==> config.mk <==
export PLATFORM = sky130hd
export DESIGN_NAME = wap_core
export DESIGN_NICKNAME = d
export VERILOG_FILES = /design/src/rtl/wap_pkg.sv /design/src/rtl/wap_core.sv
export VERILOG_INCLUDE_DIRS = /design/src /design/src/rtl
export SDC_FILE = /design/constraint.sdc
export NUM_CORES = 2
export LEC_CHECK = 0
export ABC_AREA = 1
export BUFFER_PORTS_ARGS = -buffer_cell sky130_fd_sc_hd__buf_2
export CAP_MARGIN = 40
export CORE_MARGIN = 2
export CORE_UTILIZATION = 55
export CTS_CLUSTER_SIZE = 14
export DETAILED_ROUTE_END_ITERATION = 7
export HOLD_SLACK_MARGIN = 0.15
export MAX_ROUTING_LAYER = met4
export PLACE_DENSITY_LB_ADDON = 0.15
export SLEW_MARGIN = 5
export SYNTH_ARGS = -nofsm -noshare
export SYNTH_HDL_FRONTEND = slang
export SYNTH_SLANG_ARGS = --single-unit
==> constraint.sdc <==
create_clock -name i_ref_clk -period 17.3 [get_ports i_ref_clk]
set_clock_uncertainty 0.15 [all_clocks]
set_input_delay 3.46 -clock i_ref_clk [delete_from_list [all_inputs] [get_ports i_ref_clk]]
set_output_delay 3.46 -clock i_ref_clk [all_outputs]
set_load 0.01 [all_outputs]
==> src/rtl/wap_cfg.svh <==
`ifndef WAP_CFG_SVH
`define WAP_CFG_SVH

// Register word offsets (byte addresses)
`define WAP_OFS_CTRL     8'h00
`define WAP_OFS_CMD      8'h04
`define WAP_OFS_COUNT    8'h08
`define WAP_OFS_RECLEN   8'h0C
`define WAP_OFS_ENVDIV   8'h10
`define WAP_OFS_DISPLEN  8'h14
`define WAP_OFS_STATUS   8'h18
`define WAP_OFS_ACQN     8'h1C
`define WAP_OFS_EXPK     8'h20

// Field positions
`define WAP_CMD_START    0
`define WAP_CMD_STOP     1
`define WAP_CNT_INF      17
`define WAP_ERR_MODE     0
`define WAP_ERR_COUNT    1
`define WAP_ERR_LEN      2
`define WAP_ERR_EXPK     3

// Reset values and the acquisition count limit
`define WAP_RST_RECLEN   27'h00186A0
`define WAP_RST_DISPLEN  27'h00186A0
`define WAP_RST_ENVDIV   16'h0002
`define WAP_RST_EXPK     4'h1
`define WAP_CNT_MAX      17'h10000

// Record length limits in points
`define WAP_LEN_MIN      27'd100000
`define WAP_LEN_5M       27'd5000000
`define WAP_LEN_10M      27'd10000000
`define WAP_LEN_25M      27'd25000000
`define WAP_LEN_50M      27'd50000000
`define WAP_LEN_100M     27'd100000000

`endif

==> src/rtl/wap_pkg.sv <==
package wap_pkg;

    typedef enum logic [1:0] {
        MODE_NORMAL   = 2'b00,
        MODE_ENVELOPE = 2'b01,
        MODE_AVERAGE  = 2'b10
    } wap_mode_t;

    typedef enum logic [2:0] {
        TRIG_AUTO     = 3'b000,
        TRIG_AUTO_LVL = 3'b001,
        TRIG_NORMAL   = 3'b010,
        TRIG_SINGLE   = 3'b011,
        TRIG_N_SINGLE = 3'b100,
        TRIG_ON_START = 3'b101
    } wap_trig_t;

    typedef enum logic [0:0] {
        ST_IDLE = 1'b0,
        ST_RUN  = 1'b1
    } wap_fsm_t;

    // Memory option: 0 base, 1 first_memory_option, 2 second_memory_option
    typedef logic [1:0] wap_opt_t;

    typedef struct packed {
        wap_fsm_t        fsm;
        wap_mode_t       mode;
        wap_trig_t       trig;
        logic            roll;
        logic            action_on;
        wap_opt_t        opt;
        logic            cnt_inf;
        logic [16:0]     cnt;
        logic            pend;
        logic            pend_inf;
        logic [16:0]     pend_cnt;
        logic [3:0]      exp_k;
        logic [26:0]     reclen;
        logic [26:0]     disp_len;
        logic [15:0]     env_div;
        logic [15:0]     env_cnt;
        logic [26:0]     env_pt;
        logic [15:0]     env_max;
        logic [15:0]     env_min;
        logic [16:0]     acq_n;
        logic [31:0]     base;
        logic [3:0]      err;
        logic [31:0]     rdata;
        logic            mem_we;
        logic [31:0]     mem_addr;
        logic [31:0]     mem_wdata;
        logic            meas_valid;
        logic            pwr_valid;
        logic [15:0]     pwr_data;
    } wap_st_t;

endpackage : wap_pkg

==> src/rtl/wap_core.sv <==
`timescale 1ns/100ps
`include "wap_cfg.svh"

module wap_core (
    input  wire logic        i_ref_clk,
    input  wire logic        i_rst,
    input  wire logic        i_ce,
    input  wire logic [7:0]  i_addr,
    input  wire logic [31:0] i_wdata,
    input  wire logic        i_wr,
    input  wire logic        i_rd,
    output logic      [31:0] o_rdata,
    input  wire logic        i_smp_valid,
    input  wire logic [15:0] i_smp_data,
    input  wire logic [26:0] i_smp_idx,
    input  wire logic        i_smp_last,
    input  wire logic        i_smp_pulse,
    input  wire logic [31:0] i_prev_data,
    output logic             o_mem_we,
    output logic      [31:0] o_mem_addr,
    output logic      [31:0] o_mem_wdata,
    output logic             o_meas_valid,
    output logic             o_meas_invalid,
    output logic             o_hist_ok,
    output logic             o_pwr_valid,
    output logic      [15:0] o_pwr_data,
    output logic             o_running
);
    import wap_pkg::*;
    ////////////////////////////////////////////////////////////////////////
    // Helpers
    // Single power of two test
    function automatic logic is_pow2(input logic [16:0] v);
        is_pow2 = (v != 17'h00000) && ((v & (v - 17'h00001)) == 17'h00000);
    endfunction : is_pow2
    // Log2 of a power of two
    function automatic logic [4:0] log2p(input logic [16:0] v);
        log2p = 5'h00;
        for (int i = 0; i < 17; i++) begin
            if (v[i]) begin
                log2p = 5'(i);
            end
        end
    endfunction : log2p
    // Largest record length for option and averaging
    function automatic logic [26:0] len_cap(input wap_opt_t o,
                                            input logic avg);
        case (o)
            2'h1:    len_cap = avg ? `WAP_LEN_10M : `WAP_LEN_50M;
            2'h2:    len_cap = avg ? `WAP_LEN_25M : `WAP_LEN_100M;
            default: len_cap = avg ? `WAP_LEN_5M  : `WAP_LEN_10M;
        endcase
    endfunction : len_cap
    // Whole record length check
    function automatic logic len_ok(input logic [26:0] len,
                                    input wap_opt_t o,
                                    input logic avg,
                                    input wap_trig_t t,
                                    input logic roll);
        logic cont;
        cont = !roll && (t == TRIG_AUTO || t == TRIG_AUTO_LVL ||
                         t == TRIG_NORMAL || t == TRIG_N_SINGLE);
        len_ok = (len >= `WAP_LEN_MIN) && (len <= len_cap(o, avg))
                 && !(cont && len >= len_cap(o, 1'b1));
    endfunction : len_ok
    // Acquisition count check for a mode
    function automatic logic cnt_ok(input logic [16:0] c, input logic avg);
        if (avg) begin
            cnt_ok = is_pow2(c) && c >= 17'h00002 && c <= `WAP_CNT_MAX;
        end else begin
            cnt_ok = c >= 17'h00001 && c <= `WAP_CNT_MAX;
        end
    endfunction : cnt_ok
    ////////////////////////////////////////////////////////////////////////
    // State
    wap_st_t st_r;
    wap_st_t st_nxt;
    logic              wr_hit;
    logic              avg;
    logic              single_like;
    logic              stop_now;
    logic              rec_end;
    logic signed [31:0] smp_ext;
    logic signed [31:0] prev;
    logic signed [31:0] acc;
    logic [15:0]       new_max;
    logic [15:0]       new_min;
    // Commonly used terms
    assign avg         = (st_r.mode == MODE_AVERAGE);
    assign single_like = (st_r.trig == TRIG_SINGLE) ||
                         (st_r.trig == TRIG_ON_START);
    assign wr_hit      = i_wr;
    assign rec_end     = (st_r.fsm == ST_RUN) && i_smp_valid && i_smp_last;
    assign smp_ext     = 32'(signed'(i_smp_data));
    assign prev        = signed'(i_prev_data);
    // Finite count reached on the last point of the final record
    assign stop_now    = rec_end && !st_r.cnt_inf &&
                         (st_r.acq_n + 17'h00001 == st_r.cnt);
    assign new_max     = (st_r.env_cnt == 16'h0000 ||
                          signed'(i_smp_data) > signed'(st_r.env_max)) ?
                         i_smp_data : st_r.env_max;
    assign new_min     = (st_r.env_cnt == 16'h0000 ||
                          signed'(i_smp_data) < signed'(st_r.env_min)) ?
                         i_smp_data : st_r.env_min;

    ////////////////////////////////////////////////////////////////////////
    // Next-state logic
    always_comb begin
        st_nxt            = st_r;
        st_nxt.mem_we     = 1'b0;
        st_nxt.pwr_valid  = 1'b0;
        st_nxt.rdata      = 32'h00000000;
        acc               = 32'h00000000;
        // Register read, data stands in the following cycle
        if (i_rd) begin
            case (i_addr)
                `WAP_OFS_CTRL:    st_nxt.rdata = {23'h000000, st_r.opt,
                                      st_r.action_on, st_r.roll,
                                      st_r.trig, st_r.mode};
                `WAP_OFS_COUNT:   st_nxt.rdata = {14'h0000, st_r.cnt_inf,
                                      st_r.cnt};
                `WAP_OFS_RECLEN:  st_nxt.rdata = {5'h00, st_r.reclen};
                `WAP_OFS_ENVDIV:  st_nxt.rdata = {16'h0000, st_r.env_div};
                `WAP_OFS_DISPLEN: st_nxt.rdata = {5'h00, st_r.disp_len};
                `WAP_OFS_STATUS:  st_nxt.rdata = {24'h000000, st_r.pend,
                                      !avg, st_r.mode == MODE_ENVELOPE,
                                      st_r.fsm == ST_RUN, st_r.err};
                `WAP_OFS_ACQN:    st_nxt.rdata = {15'h0000, st_r.acq_n};
                `WAP_OFS_EXPK:    st_nxt.rdata = {28'h0000000, st_r.exp_k};
                default:          st_nxt.rdata = 32'h00000000;
            endcase
        end

        // Register writes
        if (wr_hit) begin
            case (i_addr)
                `WAP_OFS_CTRL: begin
                    st_nxt.trig      = wap_trig_t'(i_wdata[4:2]);
                    st_nxt.roll      = i_wdata[5];
                    st_nxt.action_on = i_wdata[6];
                    st_nxt.opt       = i_wdata[8:7];
                    if (wap_mode_t'(i_wdata[1:0]) == MODE_AVERAGE) begin
                        if (i_wdata[5] ||
                            i_wdata[4:2] == TRIG_SINGLE ||
                            i_wdata[4:2] == TRIG_N_SINGLE ||
                            i_wdata[4:2] == TRIG_ON_START) begin
                            st_nxt.err[`WAP_ERR_MODE] = 1'b1;
                        end else begin
                            st_nxt.mode = MODE_AVERAGE;
                            // Clamp length to the averaging cap
                            if (st_r.reclen > len_cap(i_wdata[8:7], 1'b1)) begin
                                st_nxt.reclen = len_cap(i_wdata[8:7], 1'b1);
                            end
                            // A count of one or not a power of two falls back to infinite
                            if (!cnt_ok(st_r.cnt, 1'b1)) begin
                                st_nxt.cnt_inf = 1'b1;
                            end
                        end
                    end else if (i_wdata[1:0] != 2'h3) begin
                        st_nxt.mode = wap_mode_t'(i_wdata[1:0]);
                    end else begin
                        st_nxt.err[`WAP_ERR_MODE] = 1'b1;
                    end
                end
                `WAP_OFS_COUNT: begin
                    if (single_like && !st_r.action_on) begin
                        st_nxt.err[`WAP_ERR_COUNT] = 1'b1;
                    end else if (!i_wdata[`WAP_CNT_INF] &&
                                 !cnt_ok(i_wdata[16:0], avg)) begin
                        st_nxt.err[`WAP_ERR_COUNT] = 1'b1;
                    end else if (st_r.fsm == ST_RUN) begin
                        st_nxt.pend     = 1'b1;
                        st_nxt.pend_inf = i_wdata[`WAP_CNT_INF];
                        st_nxt.pend_cnt = i_wdata[16:0];
                    end else begin
                        st_nxt.cnt_inf  = i_wdata[`WAP_CNT_INF];
                        st_nxt.cnt      = i_wdata[16:0];
                    end
                end
                `WAP_OFS_RECLEN: begin
                    if (len_ok(i_wdata[26:0], st_r.opt, avg,
                               st_r.trig, st_r.roll)) begin
                        st_nxt.reclen = i_wdata[26:0];
                    end else begin
                        st_nxt.err[`WAP_ERR_LEN] = 1'b1;
                    end
                end
                `WAP_OFS_ENVDIV: begin
                    if (i_wdata[15:0] != 16'h0000) begin
                        st_nxt.env_div = i_wdata[15:0];
                    end
                end
                `WAP_OFS_DISPLEN: st_nxt.disp_len = i_wdata[26:0];
                `WAP_OFS_EXPK: begin
                    // Attenuation constant 2..256 as a shift of 1..8
                    if (i_wdata[3:0] >= 4'h1 && i_wdata[3:0] <= 4'h8) begin
                        st_nxt.exp_k = i_wdata[3:0];
                    end else begin
                        st_nxt.err[`WAP_ERR_EXPK] = 1'b1;
                    end
                end
                `WAP_OFS_STATUS: begin
                    // Write one to clear; no set shares a STATUS write
                    st_nxt.err = st_r.err & ~i_wdata[3:0];
                end
                default: ;
            endcase
        end

        // Start and stop commands; stop wins when both are set
        if (wr_hit && i_addr == `WAP_OFS_CMD) begin
            if (i_wdata[`WAP_CMD_STOP]) begin
                st_nxt.fsm = ST_IDLE;
            end else if (i_wdata[`WAP_CMD_START] && st_r.fsm == ST_IDLE) begin
                // Restart clears the running average state
                st_nxt.fsm     = ST_RUN;
                st_nxt.acq_n   = 17'h00000;
                st_nxt.base    = 32'h00000000;
                st_nxt.env_cnt = 16'h0000;
                st_nxt.env_pt  = 27'h0000000;
            end
        end

        // Sample path, active only while running
        if (st_r.fsm == ST_RUN && i_smp_valid) begin
            st_nxt.pwr_valid  = 1'b1;
            st_nxt.pwr_data   = i_smp_data;
            st_nxt.meas_valid = (i_smp_idx < st_r.disp_len);
            case (st_r.mode)
                MODE_ENVELOPE: begin
                    st_nxt.env_max = new_max;
                    st_nxt.env_min = new_min;
                    if (st_r.env_cnt + 16'h0001 == st_r.env_div) begin
                        st_nxt.mem_we    = 1'b1;
                        st_nxt.mem_addr  = st_r.base + 32'(st_r.env_pt);
                        st_nxt.mem_wdata = {new_max, new_min};
                        st_nxt.env_cnt   = 16'h0000;
                        st_nxt.env_pt    = st_r.env_pt + 27'h0000001;
                    end else begin
                        st_nxt.env_cnt = st_r.env_cnt + 16'h0001;
                    end
                end
                MODE_AVERAGE: begin
                    // One record at offset zero, same index each trigger
                    st_nxt.mem_we   = 1'b1;
                    st_nxt.mem_addr = 32'(i_smp_idx);
                    if (i_smp_pulse || st_r.acq_n == 17'h00000) begin
                        st_nxt.mem_wdata = smp_ext;
                    end else if (st_r.cnt_inf) begin
                        acc = prev + ((smp_ext - prev) >>> st_r.exp_k);
                        st_nxt.mem_wdata = acc;
                    end else begin
                        // Running sum, divided on the final acquisition
                        acc = prev + smp_ext;
                        if (st_r.acq_n + 17'h00001 == st_r.cnt) begin
                            acc = acc >>> log2p(st_r.cnt);
                        end
                        st_nxt.mem_wdata = acc;
                    end
                end
                default: begin
                    st_nxt.mem_we    = 1'b1;
                    st_nxt.mem_addr  = st_r.base + 32'(i_smp_idx);
                    st_nxt.mem_wdata = smp_ext;
                end
            endcase
        end

        // End of one triggered record
        if (rec_end) begin
            st_nxt.acq_n   = st_r.acq_n + 17'h00001;
            st_nxt.env_cnt = 16'h0000;
            st_nxt.env_pt  = 27'h0000000;
            if (!avg) begin
                st_nxt.base = st_r.base + 32'(st_r.reclen);
            end
            if (stop_now) begin
                st_nxt.fsm = ST_IDLE;
            end
        end

        // A held count takes effect once acquisition has stopped
        if (st_r.fsm == ST_IDLE && st_r.pend) begin
            st_nxt.pend    = 1'b0;
            st_nxt.cnt_inf = st_r.pend_inf;
            st_nxt.cnt     = st_r.pend_cnt;
        end
    end

    ////////////////////////////////////////////////////////////////////////
    // Register stage, frozen while the clock enable is low unless reset is high
    always_ff @(posedge i_ref_clk) begin
        if (i_rst) begin
            st_r           <= '0; // Idle, normal mode, auto trigger
            st_r.cnt_inf   <= 1'b1;
            st_r.cnt       <= 17'h00001;
            st_r.exp_k     <= `WAP_RST_EXPK;
            st_r.reclen    <= `WAP_RST_RECLEN;
            st_r.disp_len  <= `WAP_RST_DISPLEN;
            st_r.env_div   <= `WAP_RST_ENVDIV;
        end else if (i_ce) begin
            st_r <= st_nxt;
        end
    end

    // Outputs straight from the state flops
    assign o_rdata        = st_r.rdata;
    assign o_mem_we       = st_r.mem_we;
    assign o_mem_addr     = st_r.mem_addr;
    assign o_mem_wdata    = st_r.mem_wdata;
    assign o_meas_valid   = st_r.meas_valid;
    assign o_meas_invalid = (st_r.mode == MODE_ENVELOPE);
    assign o_hist_ok      = (st_r.mode != MODE_AVERAGE);
    assign o_pwr_valid    = st_r.pwr_valid;
    assign o_pwr_data     = st_r.pwr_data;
    assign o_running      = (st_r.fsm == ST_RUN);

endmodule : wap_core

### Word-level counts from Yosys, hierarchy flattened

Cells that the tools add are included.

* register bits after elaboration: 364
* input port bits: 123
* output and inout port bits: 118
* word-level logic and storage cells: 297

* add/subtract/negate cells: 11
* $lt $le $gt $ge: 14
* equality and inequality tests: 48
* shift operators: 2
* muxes and demuxes: 106
* bitwise gates (word level): 7
* reduce and logical (&&, ||, !) cells: 77

Operators with widths (number)
* 27-bit two-way mux: 15
* 27-bit one-hot mux with 8 select lines: 1
* 49-bit two-way mux: 4
* 43-bit two-way mux: 4
* 32-bit two-way mux: 5
* 75-bit two-way mux: 2
* 65-bit one-hot mux with 2 select lines: 1
* 111-bit two-way mux: 1
* 27-bit one-hot mux with 2 select lines: 2
* 5-bit two-way mux: 20
* 25-bit one-hot mux with 2 select lines: 2
* 32-bit by 27-bit adder with 32-bit output: 3
* 83-bit two-way mux: 1
* 16-bit two-way mux: 5
* 37-bit two-way mux: 2
* 65-bit two-way mux: 1
* 17-bit logical NOT: 3
* 19-bit two-way mux: 2
* 36-bit two-way mux: 1
* 17-bit AND: 2
* 17-bit by 2-bit >= comparator with 1-bit output (second input constant): 2
* 17-bit <= comparator (second input constant): 2
* 17-bit nonzero test: 2
* 17-bit by 1-bit subtractor with 17-bit output (second input constant): 2
* other kinds (58): 180

### Depth between registers and ports, before layout

* word-level depth: 27
* gate-level depth with buffers: 39
* mapped depth without buffers: 38

### Worst setup path before layout

Ideal clock, no wire load.

* path kind: input -> register
* start point: input i_smp_data[0]
* end point: register st_r (netlist bit o_mem_wdata[25])
* setup time: 0.119 ns
* data arrival time: 8.080 ns
* required time: 17.031 ns
* slack: 8.951 ns
* cell stages on the path: 30
* path buffers: 0
* cell sequence: inv_1 ha_1 fa_1 or2_2 o21ai_2 a21oi_1 o21ai_0 nand3_1 nand2_1 xor2_1 o21ai_0 nand2_1 o211ai_1 a32o_1 ha_1 nand3_1 nand2_1 nand2_1 o21a_1 nor2_1 a21boi_0 o21ai_0 a21oi_1 o21ai_0 a21oi_1 or2_2 nand3_1 nand3_1 nand2_1 a21oi_1

* cells in the longest elaborated chain, start to end: 6
* elaborated cells between the ends (all ways): 13
* those cells by class: add/sub (3); order compare (1); shift (2); mux (6); reduce/logical (1)

RTL lines
* start, declared: line wap_core.sv:14 `input wire logic [15:0] i_smp_data,`
* 16-bit by 32-bit subtractor with 32-bit output or 32-bit by 16-bit adder with 32-bit output (tied branches): line wap_core.sv:250, wap_core.sv:254
* 32-bit by 4-bit >>> shifter with 32-bit output or 32-bit by 5-bit >>> shifter with 32-bit output (tied branches): line wap_core.sv:250, wap_core.sv:256
* 32-bit adder or 32-bit two-way mux (tied branches): line wap_core.sv:250, wap_core.sv:255
* 32-bit two-way mux: line wap_core.sv:249 `end else if (st_r.cnt_inf) begin`
* 32-bit two-way mux: line wap_core.sv:247 `if (i_smp_pulse || st_r.acq_n == 17'h00000) begin`
* 65-bit one-hot mux with 2 select lines *: line wap_core.sv:229 `case (st_r.mode)`
* end signal, assigned: line wap_core.sv:302 `st_r <= st_nxt;`
* end, declared: line wap_core.sv:76 `wap_st_t st_r;`

Mark *: on every way between the ends. The rest lies on a longest branch, timed or not. The select of a mux whose other input is x is not followed.
A chain may end at the register's enable or synchronous reset.

### Final worst setup path

Ends and elaborated chain as after synthesis.

==> results by group <==
Final layout
  • FILL cells: 6334
  • Layout cell share with drive strength beyond 1: 8.61%
  • Area Overhead vs Synth: 7.49%
  • Most frequent cells in the layout: nand2_1 (1253), a21oi_1 (668), inv_1 (572), o21ai_0 (470), nand3_1 (408)
  • Nets: 5958
  • Most common cell after layout, fill and taps aside: nand2_1

Clocking
  • Post-CTS Setup Bufs: 0
  • Post-CTS Hold Buffers: 0
  • Clk sinks: 359
  • Total number of H-tree levels: 2
  • CTS tree: yes
  • Root Buffer: clkbuf_16
  • Deepest clock path buffer count: 3
  • Clk_lat worst skew: 0.61 ns
  • Reg clk slew, reported paths: 0.06 ns
  • Gates resized, CTS repair: 0
  • CTS buffer count: 45

Worst setup path
  • Setup crit end: o_mem_wdata[25]
  • Worst reg-to-reg setup slack: 11.94 ns
  • Crit-path max FO: 8
  • Critical-path top delay cell: o21ai_0
  • Crit path launch: i_smp_data[0]
  • CP Capture Type: flip-flop
  • Reg2reg path depth: 26
  • Critical path arrival: 9.90 ns
  • Reg2reg start: st_r[313]
  • Critical path launch point type: input pin
  • Setup CP Type: in -> reg
  • Critical path required time: 17.66 ns
  • Largest stage delay on the critical path: 0.51 ns
  • Critical R2R Capture: o_mem_wdata[25]

Outcome
  • Failing checks: DRC
  • Status: complete, but fails checks

Route
  • Avg WL per Cell: 20.9 µm
  • DR vias: 38656
  • Vias/cell: 6.03
  • # DRC: 3
  • Total Routed Length: 134000 µm
  • DR pass1 iterations: 8
  • Iteration-0 DRC Markers: 4465
  • Post-route ant nets: 0

Synth
  • Cell accounting for the most synthesized area: dfxtp_1
  • Post-synth EDFFs: 0
  • Register area share after synthesis: 20.7%
  • Yosys top cell area share: 20.7%
  • Yosys cell types: 71
  • Ys Warns: 0
  • Top cells by area, synth: dfxtp_1 (21%), nand2_1 (14%), ha_1 (11%)
  • Synthesis-stage register bit count: 359
  • Cell Area, Synth: 34800 µm²
  • FFs w/ async S/R, synth: 0%
  • Syn Inst Count: 5547
  • Avg Inst Size Synth: 6.27 µm²
  • Dominant synthesized flop cell: dfxtp_1

Floorplanning
  • Initial Util: 55.3%
  • DIE AREA: 65300 µm²
  • Die X: 255 µm
  • Die Height: 255 µm
  • CORE AREA: 62900 µm²
  • Io pins: 241
  • Std-Cell Rows: 92

GRT
  • Total GRT Usage: 40.5%
  • Largest net degree at the start of global routing: 98
  • Gr busiest metal: met2
  • M3 GR Usage: 6.54%
  • Grt met1 use: 49.8%
  • Vias in the first global route: 34815
  • Initial antenna violation count: 3
  • Global routing usage on met2: 63.3%
  • Grt ovf: 0
  • First-pass GRT wire length: 204000 µm

Power and ir drop
  • Power per cell area: 66.3 nW/µm²
  • Cell leakage power: 17.1 nW
  • VDD IR max: 0.0000994 V

Timing
  • Setup violators final: 0
  • Slew @ Worst Pin: 0.968 ns
  • Max-slew violations: 0
  • Setup TNS: 0 ns
  • Final Hold Vio Count: 0
  • Fmax: 105 MHz
  • Final Cycle Share: 55.1%
  • Final hold slack: 0.297 ns
  • Tmin final: 9.54 ns
  • RSZ-0062 raised after global routing: false
  • Max-slew headroom: 35.5%

Placement
  • Number of port buffers: 230
  • RD Place Congestion: 1.01
  • Final HPWL DP: 104000 µm

Min path
  • Hold crit path type: reg -> reg
  • Hold depth: 2
  • Hold_sp: st_r[319]

Run
  • Max_cap viols: 0
## power breakdown
part	internal [W]	total (W)	switching, W	leakage [nW]
Combinational	0.000192	0.000613	0.000421	13.4
Clock	0.000624	0.00104	0.000413	0.791
Sequential	0.000827	0.000828	0.000000663	2.89
Total	0.00164	0.00248	0.000835	17.1
## cells by family (layout without fill, tap and decap cells)
| family | after synthesis | in the layout | share of synthesized area, % |
|---|---|---|---|
| AO/OA/AOI/OAI | 1532 | 1532 | 24.5 |
| buffers and inverters | 948 | 961 | 11.8 |
| adder cells (fa/ha/maj) | 307 | 307 | 11.2 |
| multiplexers | 7 | 7 | 0.201 |
| XOR/XNOR | 151 | 151 | 3.80 |
| other | 1 | 9 | 0.0108 |
| AND/OR/NAND/NOR | 2242 | 2242 | 27.9 |
| flip-flops | 359 | 359 | 20.7 |
## sequential cells by signal, indices dropped and copies added (netlist names)
| register | count |
|---|---|
| o_mem_we | 1 |
| o_pwr_valid | 1 |
| o_mem_addr | 32 |
| o_meas_valid | 1 |
| o_pwr_data | 16 |
| o_rdata | 27 |
| o_mem_wdata | 32 |
| o_running | 1 |
| st_r | 248 |
## routing by layer
metal	up-vias	share of wire (%)
met3	451	8.7
li1	18726	-
met1	17636	41
met4	0	6.5
met2	1843	44
met5	-	0
## how the worst min path moves through the flow
stage	to
after CTS	st_r[319]
final	st_r[319]
after global routing	st_r[325]
after global placement	st_r[325]
after floorplan	st_r[318]
after detailed placement	st_r[319]
## Yosys cell counts, drive strengths merged (9+ instances only)
cell and number:
a21boi 18, xnor2 41, clkbuf 189, o221ai 15, a221oi 32, o2111ai 10, nand4 72, nor3 70
xor2 110, o22ai 45, a21oi 670, o21bai 11, a22oi 12, a21o 22, dfxtp 359, ha 301
o21ai 536, o31ai 11, nand2 1265, a31oi 28, inv 585, o211ai 43, or2 39, o21a 35
nor4 27, nand3 414, buf 167, nor2 334, nand3b 9, a211oi 20
## metrics by stage
step | setup slack (ns) | total power, W | cells | utilization [%] | cell area, µm²
4_1_cts | 8.00 | 0.00247 | 6410 | 59.5 | 37400
2_1_floorplan | 8.95 | 0.00125 | 5551 | - | 34800
6_report | 7.76 | 0.00248 | 6414 | 59.5 | 37400
3_3_place_gp | 7.42 | 0.00144 | 6315 | 56.5 | 35500
5_1_grt | 7.29 | 0.00258 | 6413 | 59.5 | 37400
3_5_place_dp | 7.39 | 0.00144 | 6327 | 56.9 | 35800
## final cells by class
type | count | area, µm² | area share (%)
inverter | 592 | 2220 | 5.95
timing repair buffer | 286 | 1710 | 4.57
clock buffer | 60 | 1300 | 3.49
multi-input combinational | 4244 | 23600 | 63.1
sequential | 359 | 7190 | 19.2
tap | 846 | 1060 | 2.83
clock inverter | 23 | 319 | 0.853
antenna | 4 | 10.0 | 0.0268
## worst max-delay path, delay by kind of cell
| kind | cells | cell delay (ns) |
|---|---|---|
| buffers and inverters | 2 | 0.27 |
| AND/OR/NAND/NOR | 13 | 1.82 |
| adder cells (fa/ha/maj) | 3 | 1.12 |
| XOR/XNOR | 1 | 0.20 |
| AO/OA/AOI/OAI | 12 | 2.91 |
| multiplexers | 1 | 0.13 |
Note: power is estimated with default switching activity, not from simulation.
